===== config.mk =====
export PLATFORM = sky130hd
export DESIGN_NAME = vacuum_pump_control_logic
export DESIGN_NICKNAME = d
export VERILOG_FILES = /design/src/common/vpump_pkg.sv /design/src/hdl/vacuum_pump_control_logic.sv
export SDC_FILE = /design/constraint.sdc
export NUM_CORES = 1
export LEC_CHECK = 0
export BUFFER_PORTS_ARGS = -buffer_cell sky130_fd_sc_hd__buf_2
export CAP_MARGIN = 20
export CORE_ASPECT_RATIO = 0.5
export CORE_UTILIZATION = 59
export DETAILED_ROUTE_END_ITERATION = 10
export PLACE_DENSITY = 0.83
export SLEW_MARGIN = 20
export SYNTH_ARGS = -nofsm -noshare
export SYNTH_HDL_FRONTEND = slang
export SYNTH_SLANG_ARGS = --single-unit

===== constraint.sdc =====
create_clock -name core_clk -period 8.3 [get_ports core_clk]
set_input_delay 0.415 -clock core_clk [delete_from_list [all_inputs] [get_ports core_clk]]
set_output_delay 0.415 -clock core_clk [all_outputs]
set_load 0.02 [all_outputs]

===== src/common/vpump_pkg.sv =====
// Contract
// - regulate: stop at threshold, restart below minus 10%
// - parts output on at threshold, hysteresis off
// - vacuum drives both threshold indicator bits
// - sustained mode runs motor continuously at power
// - power 0..255, above 100 is full
// - fieldbus power zero selects local power
// - external blowoff follows blowoff input exactly
// - internal timed blowoff fires on leaving suction
// - blowoff overrides suction request
// - internal timed mode still honours blowoff input
// - external timed pulse fixed, input length ignored
// - blowoff time 0.10 to 9.99 seconds
// - blowoff time hidden in external untimed mode
// - soft start 30 percent ramps to 90
// - output one parts, output two condition monitor
// - outputs selectable open/closed, default open
// - input one suction, input two blowoff
// - inputs default normally open
// - zero calibration only within three percent
// - manual suction toggles, regulation still applies
// - manual blowoff only while button held
// - input change leaves manual mode
package vpump_pkg;
    localparam int ADDR_W = 5;
    localparam logic [ADDR_W-1:0] OFS_CTRL = 5'h00;
    localparam logic [ADDR_W-1:0] OFS_THR = 5'h04;
    localparam logic [ADDR_W-1:0] OFS_PWR = 5'h08;
    localparam logic [ADDR_W-1:0] OFS_BTIME = 5'h0C;
    localparam logic [ADDR_W-1:0] OFS_STAT = 5'h10;
    localparam logic [ADDR_W-1:0] OFS_CAL = 5'h14;
    // control register fields
    localparam int CTRL_REG = 0;
    localparam int CTRL_SOFT = 1;
    localparam int CTRL_MODE = 2;
    localparam int CTRL_O1NC = 4;
    localparam int CTRL_O2NC = 5;
    localparam int CTRL_I1NC = 6;
    localparam int CTRL_I2NC = 7;
    localparam logic [1:0] BLOW_EXT = 2'h0;
    localparam logic [1:0] BLOW_INT = 2'h1;
    localparam logic [1:0] BLOW_ETM = 2'h2;
    localparam logic [7:0] CTRL_RST = 8'h01;
    localparam logic [7:0] CTHR_RST = 8'h60;
    localparam logic [7:0] PTHR_RST = 8'h80;
    localparam logic [7:0] PHYS_RST = 8'h05;
    localparam logic [7:0] PWR_RST = 8'h64;
    localparam logic [9:0] BTIME_RST = 10'h014;
    localparam logic [9:0] BTIME_MIN = 10'h00A;
    localparam logic [9:0] BTIME_MAX = 10'h3E7;
    localparam logic [7:0] FULL_PWR = 8'h64;
    localparam int CAL_PCT = 3;
    localparam logic [7:0] CAL_LIMIT = 8'((255 * CAL_PCT) / 100);
    localparam logic [6:0] SOFT_START_PCT = 7'h1E;
    localparam logic [6:0] SOFT_END_PCT = 7'h5A;
    localparam int CLK_MHZ = 125;
    localparam int TICK_MS = 10;
    localparam int SOFT_RAMP_MS = 400;
    localparam int TICK_CYCLES = TICK_MS * 1000 * CLK_MHZ;
    localparam int RAMP_STEP_CYCLES = SOFT_RAMP_MS * 1000 * CLK_MHZ / (90 - 30);
    localparam logic [1:0] RESP_OKAY = 2'h0;
    localparam logic [1:0] RESP_SLVERR = 2'h2;
endpackage


===== src/hdl/vacuum_pump_control_logic.sv =====
`timescale 1ns/1ns
module vacuum_pump_control_logic #(
    parameter int TICK_CYC = vpump_pkg::TICK_CYCLES,
    parameter int RAMP_CYC = vpump_pkg::RAMP_STEP_CYCLES
) (
    input wire logic core_clk,
    input wire logic rst_n,
    input wire logic [vpump_pkg::ADDR_W-1:0] s_axi_awaddr,
    input wire logic s_axi_awvalid,
    output logic s_axi_awready,
    input wire logic [31:0] s_axi_wdata,
    input wire logic [3:0] s_axi_wstrb,
    input wire logic s_axi_wvalid,
    output logic s_axi_wready,
    output logic [1:0] s_axi_bresp,
    output logic s_axi_bvalid,
    input wire logic s_axi_bready,
    input wire logic [vpump_pkg::ADDR_W-1:0] s_axi_araddr,
    input wire logic s_axi_arvalid,
    output logic s_axi_arready,
    output logic [31:0] s_axi_rdata,
    output logic [1:0] s_axi_rresp,
    output logic s_axi_rvalid,
    input wire logic s_axi_rready,
    input wire logic [7:0] vacuum_level,
    input wire logic [7:0] bus_power,
    input wire logic suction_input,
    input wire logic blowoff_input,
    input wire logic cm_active,
    input wire logic btn_manual_enter,
    input wire logic btn_manual_exit,
    input wire logic btn_suction,
    input wire logic btn_blowoff,
    output logic pump_on,
    output logic [6:0] motor_power,
    output logic blowoff_valve,
    output logic parts_present_output,
    output logic condition_monitor_output,
    output logic control_indicator,
    output logic parts_indicator,
    output logic manual_mode,
    output logic cal_error,
    output logic blow_time_visible
);
    import vpump_pkg::*;

    localparam int TW = $clog2(TICK_CYC + 1);
    localparam int RW = $clog2(RAMP_CYC + 1);

    if (TICK_CYC < 2 || RAMP_CYC < 2) begin : g_chk
        $error("tick and ramp counts must be at least 2");
    end

    typedef struct packed {
        logic [7:0] ctrl;
        logic [7:0] cthr;
        logic [7:0] pthr;
        logic [7:0] phys;
        logic [7:0] pwr;
        logic [9:0] btime;
        logic [7:0] offset;
        logic cal_err;
        logic aw_got;
        logic [ADDR_W-1:0] awaddr;
        logic w_got;
        logic [31:0] wdata;
        logic [3:0] wstrb;
        logic bvalid;
        logic [1:0] bresp;
        logic rvalid;
        logic [31:0] rdata;
        logic [1:0] rresp;
        logic in1_q;
        logic in2_q;
        logic suct_q;
        logic manual;
        logic man_suct;
        logic hold;
        logic ctrl_ind;
        logic parts_ind;
        logic [9:0] blow_cnt;
        logic [TW-1:0] tick_cnt;
        logic ramping;
        logic [6:0] ramp_pct;
        logic [RW-1:0] ramp_cnt;
        logic pump;
        logic valve;
        logic [6:0] mpwr;
        logic out_pp;
        logic out_cm;
    } state_t;

    state_t s_r;
    state_t s_nxt;

    // saturating subtract, used for offset and both lower thresholds
    function automatic logic [7:0] sat_sub(input logic [7:0] a, input logic [7:0] b);
        return (a > b) ? 8'(a - b) : 8'h00;
    endfunction

    // byte-lane merge for AXI write strobes
    function automatic logic [31:0] merge(input logic [31:0] o, input logic [31:0] d,
                                          input logic [3:0] st);
        logic [31:0] r;
        r = o;
        for (int i = 0; i < 4; i++) begin
            if (st[i]) begin
                r[8*i +: 8] = d[8*i +: 8];
            end
        end
        return r;
    endfunction

    logic [7:0] vac;
    logic in1_eff;
    logic in2_eff;
    logic [1:0] mode;
    logic [7:0] tgt;
    logic [6:0] pct;
    logic tick;

    ////////////////////////////////////////////////////////////////////////
    // derived values from the registered state
    always_comb begin
        vac = sat_sub(vacuum_level, s_r.offset);
        in1_eff = suction_input ^ s_r.ctrl[CTRL_I1NC];
        in2_eff = blowoff_input ^ s_r.ctrl[CTRL_I2NC];
        mode = s_r.ctrl[CTRL_MODE +: 2];
        tgt = (bus_power != 8'h00) ? bus_power : s_r.pwr;
        pct = (tgt > FULL_PWR) ? FULL_PWR[6:0] : tgt[6:0];
        tick = (s_r.tick_cnt == TW'(TICK_CYC - 1));
    end

    ////////////////////////////////////////////////////////////////////////
    // next-state logic: bus slave, then control path
    always_comb begin
        logic [31:0] wv;
        logic suct_req;
        logic blow_req;
        logic load;
        logic pump_go;
        wv = 32'h0000_0000;
        suct_req = 1'b0;
        blow_req = 1'b0;
        load = 1'b0;
        pump_go = 1'b0;
        s_nxt = s_r;

        // write channel: address and data taken in either order
        if (s_axi_awvalid && !s_r.aw_got && !s_r.bvalid) begin
            s_nxt.aw_got = 1'b1;
            s_nxt.awaddr = s_axi_awaddr;
        end
        if (s_axi_wvalid && !s_r.w_got && !s_r.bvalid) begin
            s_nxt.w_got = 1'b1;
            s_nxt.wdata = s_axi_wdata;
            s_nxt.wstrb = s_axi_wstrb;
        end
        if (s_r.bvalid && s_axi_bready) begin
            s_nxt.bvalid = 1'b0;
        end
        if (s_r.aw_got && s_r.w_got) begin
            s_nxt.aw_got = 1'b0;
            s_nxt.w_got = 1'b0;
            s_nxt.bvalid = 1'b1;
            s_nxt.bresp = RESP_OKAY;
            case (s_r.awaddr)
                OFS_CTRL: begin
                    wv = merge({24'h0, s_r.ctrl}, s_r.wdata, s_r.wstrb);
                    s_nxt.ctrl = wv[7:0];
                end
                OFS_THR: begin
                    wv = merge({8'h0, s_r.phys, s_r.pthr, s_r.cthr}, s_r.wdata, s_r.wstrb);
                    s_nxt.cthr = wv[7:0];
                    s_nxt.pthr = wv[15:8];
                    s_nxt.phys = wv[23:16];
                end
                OFS_PWR: begin
                    wv = merge({24'h0, s_r.pwr}, s_r.wdata, s_r.wstrb);
                    s_nxt.pwr = wv[7:0];
                end
                OFS_BTIME: begin
                    wv = merge({22'h0, s_r.btime}, s_r.wdata, s_r.wstrb);
                    // out-of-range times clamp rather than fault
                    if (wv[9:0] < BTIME_MIN) begin
                        s_nxt.btime = BTIME_MIN;
                    end else if (wv[9:0] > BTIME_MAX) begin
                        s_nxt.btime = BTIME_MAX;
                    end else begin
                        s_nxt.btime = wv[9:0];
                    end
                end
                OFS_STAT: begin
                end
                OFS_CAL: begin
                    if (s_r.wstrb[0] && s_r.wdata[0]) begin
                        // sensor must sit at atmosphere when this is issued
                        if (vacuum_level <= CAL_LIMIT) begin
                            s_nxt.offset = vacuum_level;
                            s_nxt.cal_err = 1'b0;
                        end else begin
                            s_nxt.cal_err = 1'b1;
                        end
                    end
                end
                default: s_nxt.bresp = RESP_SLVERR;
            endcase
        end

        // read channel: one outstanding read, data held until taken
        if (s_r.rvalid && s_axi_rready) begin
            s_nxt.rvalid = 1'b0;
        end
        if (s_axi_arvalid && !s_r.rvalid) begin
            s_nxt.rvalid = 1'b1;
            s_nxt.rresp = RESP_OKAY;
            case (s_axi_araddr)
                OFS_CTRL: s_nxt.rdata = {24'h0, s_r.ctrl};
                OFS_THR: s_nxt.rdata = {8'h0, s_r.phys, s_r.pthr, s_r.cthr};
                OFS_PWR: s_nxt.rdata = {24'h0, s_r.pwr};
                OFS_BTIME: s_nxt.rdata = {22'h0, s_r.btime};
                OFS_STAT: s_nxt.rdata = {16'h0, 1'b0, s_r.mpwr, 1'b0, (mode != BLOW_EXT),
                                         s_r.cal_err, s_r.manual, s_r.valve, s_r.pump,
                                         s_r.parts_ind, s_r.ctrl_ind};
                OFS_CAL: s_nxt.rdata = {16'h0, s_r.offset, 7'h0, s_r.cal_err};
                default: begin
                    s_nxt.rdata = 32'h0000_0000;
                    s_nxt.rresp = RESP_SLVERR;
                end
            endcase
        end

        // manual mode entry and exit
        s_nxt.in1_q = suction_input;
        s_nxt.in2_q = blowoff_input;
        if (btn_manual_enter) begin
            s_nxt.manual = 1'b1;
            s_nxt.man_suct = 1'b0;
        end
        if (btn_manual_exit || suction_input != s_r.in1_q || blowoff_input != s_r.in2_q) begin
            s_nxt.manual = 1'b0;
        end
        if (s_r.manual && btn_suction) begin
            s_nxt.man_suct = !s_r.man_suct;
        end else if (s_r.manual && btn_blowoff) begin
            s_nxt.man_suct = 1'b0;
        end
        suct_req = s_r.manual ? s_r.man_suct : in1_eff;
        s_nxt.suct_q = suct_req;
        // blowoff timer: 10 ms tick, restarted so a pulse is whole ticks
        s_nxt.tick_cnt = tick ? '0 : TW'(s_r.tick_cnt + 1'b1);
        if (tick && s_r.blow_cnt != 10'h000) begin
            s_nxt.blow_cnt = 10'(s_r.blow_cnt - 1'b1);
        end
        if (!s_r.manual) begin
            if (mode == BLOW_INT && s_r.suct_q && !suct_req) begin
                load = 1'b1;
            end
            if (mode == BLOW_ETM && in2_eff && !(s_r.in2_q ^ s_r.ctrl[CTRL_I2NC])) begin
                load = 1'b1;
            end
        end
        if (load) begin
            s_nxt.blow_cnt = s_r.btime;
            s_nxt.tick_cnt = '0;
        end
        // valve source per mode
        if (s_r.manual) begin
            blow_req = btn_blowoff;
        end else begin
            case (mode)
                BLOW_EXT: blow_req = in2_eff;
                BLOW_INT: blow_req = in2_eff || s_nxt.blow_cnt != 10'h000;
                BLOW_ETM: blow_req = s_nxt.blow_cnt != 10'h000;
                default: blow_req = in2_eff;
            endcase
        end
        s_nxt.valve = blow_req;
        // thresholds; indicator states feed status and process bits
        s_nxt.ctrl_ind = vac >= s_r.cthr;
        if (vac >= s_r.cthr) begin
            s_nxt.hold = 1'b1;
        end else if (vac < sat_sub(s_r.cthr, s_r.cthr / 8'h0A)) begin
            s_nxt.hold = 1'b0;
        end
        if (vac >= s_r.pthr) begin
            s_nxt.parts_ind = 1'b1;
        end else if (vac < sat_sub(s_r.pthr, s_r.phys)) begin
            s_nxt.parts_ind = 1'b0;
        end
        // pump: blowoff wins, regulation only when enabled
        pump_go = suct_req && !blow_req;
        if (s_r.ctrl[CTRL_REG] && s_nxt.hold) begin
            pump_go = 1'b0;
        end
        s_nxt.pump = pump_go;
        // soft start ramp, restarted at every motor start
        if (pump_go && !s_r.pump && s_r.ctrl[CTRL_SOFT]) begin
            s_nxt.ramping = 1'b1;
            s_nxt.ramp_pct = SOFT_START_PCT;
            s_nxt.ramp_cnt = '0;
        end else if (s_r.ramping) begin
            s_nxt.ramp_cnt = RW'(s_r.ramp_cnt + 1'b1);
            if (s_r.ramp_cnt == RW'(RAMP_CYC - 1)) begin
                s_nxt.ramp_cnt = '0;
                s_nxt.ramp_pct = 7'(s_r.ramp_pct + 1'b1);
                if (s_r.ramp_pct + 7'h01 >= SOFT_END_PCT) begin
                    s_nxt.ramping = 1'b0;
                end
            end
        end
        if (!pump_go) begin
            s_nxt.ramping = 1'b0;
            s_nxt.mpwr = 7'h00;
        end else if (s_nxt.ramping && s_nxt.ramp_pct < pct) begin
            s_nxt.mpwr = s_nxt.ramp_pct;
        end else begin
            s_nxt.mpwr = pct;
        end

        // output polarity: closed contacts invert the function level
        s_nxt.out_pp = s_nxt.parts_ind ^ s_nxt.ctrl[CTRL_O1NC];
        s_nxt.out_cm = cm_active ^ s_nxt.ctrl[CTRL_O2NC];
    end

    ////////////////////////////////////////////////////////////////////////
    // single state register
    always_ff @(posedge core_clk) begin
        if (!rst_n) begin
            s_r <= '0;
            s_r.ctrl <= CTRL_RST;
            s_r.cthr <= CTHR_RST;
            s_r.pthr <= PTHR_RST;
            s_r.phys <= PHYS_RST;
            s_r.pwr <= PWR_RST;
            s_r.btime <= BTIME_RST;
        end else begin
            s_r <= s_nxt;
        end
    end

    assign s_axi_awready = !s_r.aw_got && !s_r.bvalid;
    assign s_axi_wready = !s_r.w_got && !s_r.bvalid;
    assign s_axi_bvalid = s_r.bvalid;
    assign s_axi_bresp = s_r.bresp;
    assign s_axi_arready = !s_r.rvalid;
    assign s_axi_rvalid = s_r.rvalid;
    assign s_axi_rdata = s_r.rdata;
    assign s_axi_rresp = s_r.rresp;
    assign pump_on = s_r.pump;
    assign motor_power = s_r.mpwr;
    assign blowoff_valve = s_r.valve;
    assign parts_present_output = s_r.out_pp;
    assign condition_monitor_output = s_r.out_cm;
    assign control_indicator = s_r.ctrl_ind;
    assign parts_indicator = s_r.parts_ind;
    assign manual_mode = s_r.manual;
    assign cal_error = s_r.cal_err;
    // menu shows the time in every mode except external untimed
    assign blow_time_visible = (mode != BLOW_EXT);
endmodule


After elaboration in Yosys (flattened, before gate mapping)
Cells that the tools add are included.
Operators by class
  order comparisons: 13
  reductions and logical operators: 59
  div/mod/pow operators: 1
  $add $sub $neg: 7
  equality and inequality tests: 16
  bitwise gates (word level): 6
  muxes and demuxes: 57
Operators by type and width (number)
  24-bit case mux with 6 select lines: 1
  8-bit two-way mux: 13
  28-bit two-way mux: 3
  58-bit two-way mux: 1
  10-bit two-way mux: 4
  35-bit two-way mux: 1
  31-bit two-way mux: 1
  8-bit > comparator: 3
  24-bit two-way mux: 1
  8-bit subtractor: 3
  1-bit logical AND: 23
  21-bit by 1-bit adder with 21-bit output (second input constant): 1
  21-bit equality test (second input constant): 1
  21-bit two-way mux: 1
  20-bit by 1-bit adder with 20-bit output (second input constant): 1
  20-bit equality test (second input constant): 1
  5-bit by 4-bit equality test with 1-bit output (second input constant): 4
  5-bit equality test (second input constant): 4
  10-bit nonzero test: 2
  6-bit two-way mux: 3
  9-bit two-way mux: 2
  3-bit AND reduction: 6
  1-bit two-way mux: 17
  8-bit >= comparator: 2
  31 further kinds: 60
Storage, ports and cells
  word-level logic and storage cells: 196
  register bits: 209
  output and inout bits: 57
  bits of input ports: 76

Longest topological paths before layout
  depth in word-level cells: 21
  mapped depth: 37
  mapped depth without buffers: 36

Least setup slack after synthesis
No wires, ideal clock.
  path type: register -> register
  start: reg s_r[205] (netlist bit)
  end: reg s_r (netlist bit motor_power[2])
  required time: 8214 ps
  period minus slack after synthesis: 7073 ps
  cell stages (with the launch flop): 37
  arrival: 6988 ps
  setup slack: 1227 ps
  setup time: 86 ps
  cell sequence: dfxtp_1 > clkbuf_1 > clkinv_1 > nand2_1 > a21oi_1 > a221o_1 > maj3_1 > nand2_1 > nand4_1 > maj3_1 > o211ai_1 > ha_1 > nor2b_1 > o21ai_0 > nand2b_1 > a21o_1 > a21o_1 > or3_1 > xnor2_1 > nand2_1 > ha_1 > a21oi_1 > o21ai_0 > o21ai_0 > o311ai_0 > a2111oi_0 > o21ai_1 > buf_2 > nand2_1 > ha_1 > a21o_1 > a21o_1 > a211oi_1 > nand2b_1 > a21oi_1 > nor2_1 > a211oi_1
RTL lines
  start: declaration: line vacuum_pump_control_logic.sv:93  | state_t s_r;
  start signal: assignment: line vacuum_pump_control_logic.sv:338  | s_r <= s_nxt;

==> flow_metrics.tcl <==
set metrics [dict create \
    diodes 0 \
    ir_drop_v 0.000160 \
    path_buf_inv 4 \
    place_area_mm2 0.0120 \
    endpoint_kind "flip-flop" \
    synth.area.top_cells "dfxtp_1, ha_1, nor2_1" \
    drc 0 \
    die-area_mm2 0.0201 \
    setup_viol 0 \
    cp.depth 35 \
    crit_start "s_r[206]" \
    rsz0062_at_grt "no" \
    drt-pass1-iter-count 7 \
    cts_buffer_depth 2 \
    maxCapViolations 0 \
    fp.dieW_um 199 \
    clkSinkCount 199 \
    synth_area_mm2 0.0115 \
    routed_wl_um 30400 \
    ys_types 81 \
    worst-slew-pin-transition_ns 1.00 \
    post-cts-setup-buffers 0 \
    htreeDepth 4 \
    p_leak_nw 5.41 \
    r2r_slack_ns 0.52 \
    fillCellCount 1586 \
    ys_warn_count 0 \
    max_freq_ghz 0.128 \
    cts-hold-fix-buffers 0 \
    reg2regPathDepth 35 \
    cts_tree "yes" \
    fin_crit_sh 0.938 \
    synthTopCellsByCount "dfxtp_1, nor2_1, nand2_1" \
    nets 1617 \
    grt_pass1_wl_um 48300 \
    crit_end "motor_power[2]" \
    postSynth.asyncResetShare 0 \
    routedWlPerCell_um 17.4 \
    gp_congestion 0.960 \
    num_vias 10400 \
    hpwlAfterDp_um 22300 \
    crit_family "compound AO/OA/AOI/OAI gates" \
    first_global_vias 9809 \
    port-buffer-count 113 \
    status "completed" \
    r2r-end "motor_power[2]" \
    setup_tns_ns 0 \
    cts_root_buf "clkbuf_16" \
    grt_usage 0.302 \
    clk_pin_slew_worst_paths_ns 0.08 \
    crit_path_frequent_cell "nor2_1" \
    ys_seq_area_frac 0.346 \
    drive_above_1_share 0.129 \
    cp.required_ns 8.65 \
    ctsResizeCount 0 \
    first_iter_violations 821 \
    synth.avg_cell_area_um2 8.12 \
    synthCells 1417 \
    min_period_ns 7.78 \
    synth_seq_cells 199 \
    finalHoldViolations 0 \
    yosysMostFrequentCell "dfxtp_1" \
    crit_slowest_cell "o211ai_1" \
    ioPinCount 133 \
    synth_edf_count 0 \
    worstSkewPairLatency_ns 0.44 \
    via_per_inst 5.97 \
    grt_max_degree 88 \
    hp-class "input pin to flip-flop" \
    cp_max_fo 10 \
    synthFlopType "dfxtp_1" \
    antenna_found_initial 0 \
    syn_to_final_growth_pct 9.74 \
    startpoint_type "flip-flop" \
    final_area_mm2 0.0126 \
    pwr_density_cell_mw_per_mm2 160 \
    antenna_left 0 \
    max_slew_margin 0.329 \
    fin_skew_ns 0.0128 \
    core_area_mm2 0.0187 \
    yosysTopAreaCell "dfxtp_1" \
    grt-ovfl-total 0 \
    numCtsBuffers 17 \
    synth_top_area_share 0.346 \
    worstSetupPathType "flip-flop to flip-flop" \
    start_util 0.614 \
    die_y_um 101 \
    fp-row-count 35 \
    slowest_delay_ns 0.43 \
    r2r_start "s_r[206]" \
    worst_ep_arrival_time_ns 8.13 \
    maxSlewViolCount 0 \
]
==> report_power, final <==
part	switching, mW	internal [mW]	leakage (nW)
sequential	0.0247	0.975	1.61
combinational	0.120	0.0685	3.51
clock	0.398	0.440	0.290
total	0.542	1.48	5.41
==> placed cells by master (no fill, tap or decap), types with 4 or more instances in the layout <==
| master | synthesis | routed |
|---|---|---|
| nor2_1 | 181 | 181 |
| dfxtp_1 | 199 | 198 |
| o221ai_1 | 8 | 8 |
| o21ai_0 | 46 | 46 |
| o21bai_1 | 6 | 6 |
| mux2i_1 | 67 | 67 |
| and2_1 | 17 | 17 |
| nor2b_1 | 10 | 10 |
| xor2_1 | 39 | 39 |
| o211ai_1 | 6 | 6 |
| and4_1 | 4 | 4 |
| clkinv_2 | 1 | 4 |
| or4_1 | 8 | 8 |
| o31ai_1 | 4 | 4 |
| a211oi_1 | 22 | 22 |
| a31oi_1 | 9 | 9 |
| buf_2 | 2 | 113 |
| a21o_1 | 19 | 19 |
| nand3_1 | 48 | 48 |
| nand2b_1 | 17 | 17 |
| mux2_2 | 5 | 5 |
| clkbuf_16 | 0 | 17 |
| o21a_1 | 7 | 7 |
| nand3b_1 | 5 | 5 |
| nor3_1 | 18 | 18 |
| buf_4 | 43 | 17 |
| xnor2_1 | 27 | 27 |
| inv_1 | 61 | 61 |
| a21oi_1 | 96 | 96 |
| ha_1 | 66 | 66 |
| nand4b_1 | 4 | 4 |
| or3_1 | 8 | 8 |
| conb_1 | 1 | 10 |
| inv_6 | 0 | 5 |
| and3_1 | 20 | 20 |
| nand4_1 | 19 | 19 |
| nand2_1 | 159 | 159 |
| nor4_1 | 11 | 11 |
| a22oi_1 | 21 | 21 |
==> layer usage <==
metal / routed length [um] / share of wire / track usage / vias up
li1: - / - / - / 5041
met1: 13700 / 0.45 / 0.398 / 4950
met2: 14300 / 0.47 / 0.511 / 350
met3: 1620 / 0.053 / 0.0432 / 73
met4: 700 / 0.023 / 0.105 / 0
met5: 0 / 0 / 0 / -
==> how the worst min path moves through the flow <==
stage / end / start / slack, ns / cells after the start
6_report: s_axi_rvalid / s_axi_rready / 0.15 / 2
5_1_grt: s_axi_rvalid / s_axi_rready / 0.15 / 2
4_1_cts: s_axi_rvalid / s_axi_rready / 0.15 / 2
3_5_place_dp: s_axi_rdata[19] / s_axi_rdata[19] / 0.44 / 2
3_3_place_gp: s_axi_rdata[21] / s_axi_rdata[21] / 0.44 / 2
2_1_floorplan: s_axi_rdata[16] / s_axi_rdata[16] / 0.43 / 2
==> stage by stage <==
| step | instances | power [mW] | setup slack [ns] | hold slack, ns | utilization |
|---|---|---|---|---|---|
| after floorplan | 1426 | 1.14 | 1.23 | 0.432 | - |
| after global placement | 1712 | 1.20 | 0.562 | 0.440 | 0.641 |
| after detailed placement | 1712 | 1.20 | 0.321 | 0.443 | 0.641 |
| after CTS | 1744 | 2.02 | 0.244 | 0.150 | 0.672 |
| after global routing | 1744 | 2.09 | 0.0206 | 0.147 | 0.673 |
| final | 1744 | 2.02 | 0.516 | 0.148 | 0.673 |
==> sequential cells by signal, indices dropped and copies added, names as in the netlist, 2 cells and up <==
register,flops
s_r,154
s_axi_rdata,24
mode,2
motor_power,7
==> logic make-up after synthesis <==
group / Yosys count / share of synthesized area
xor gates and xnor gates: 66 / 0.0503
muxes: 72 / 0.0632
adders and majority gates: 72 / 0.0796
other: 1 / 0.000326
DFF: 199 / 0.346
AOI/OAI and AO/OA: 282 / 0.157
buffers and inverters: 167 / 0.0695
and+or+nand+nor: 558 / 0.234
==> final cells by class <==
type	instances	area [um2]	area share
Inverter	64	243	0.0192
Sequential cell	199	3990	0.316
Tap cell	259	324	0.0257
Timing Repair Buffer	130	693	0.0549
Clock inverter	13	136	0.0108
Multi-Input combinational cell	1060	6790	0.538
Clock buffer	19	453	0.0359
==> worst register-to-register path: cells and delay by family, from the launching register on <==
kind / cells / cell delay (ns)
AO/OA/AOI/OAI: 13 / 3.31
adder cells (fa/ha/maj): 5 / 1.64
buffers and inverters: 4 / 0.75
flip-flops: 1 / 0.37
AND/OR/NAND/NOR: 13 / 1.64
No activity file was read; power rests on OpenSTA's default activity.
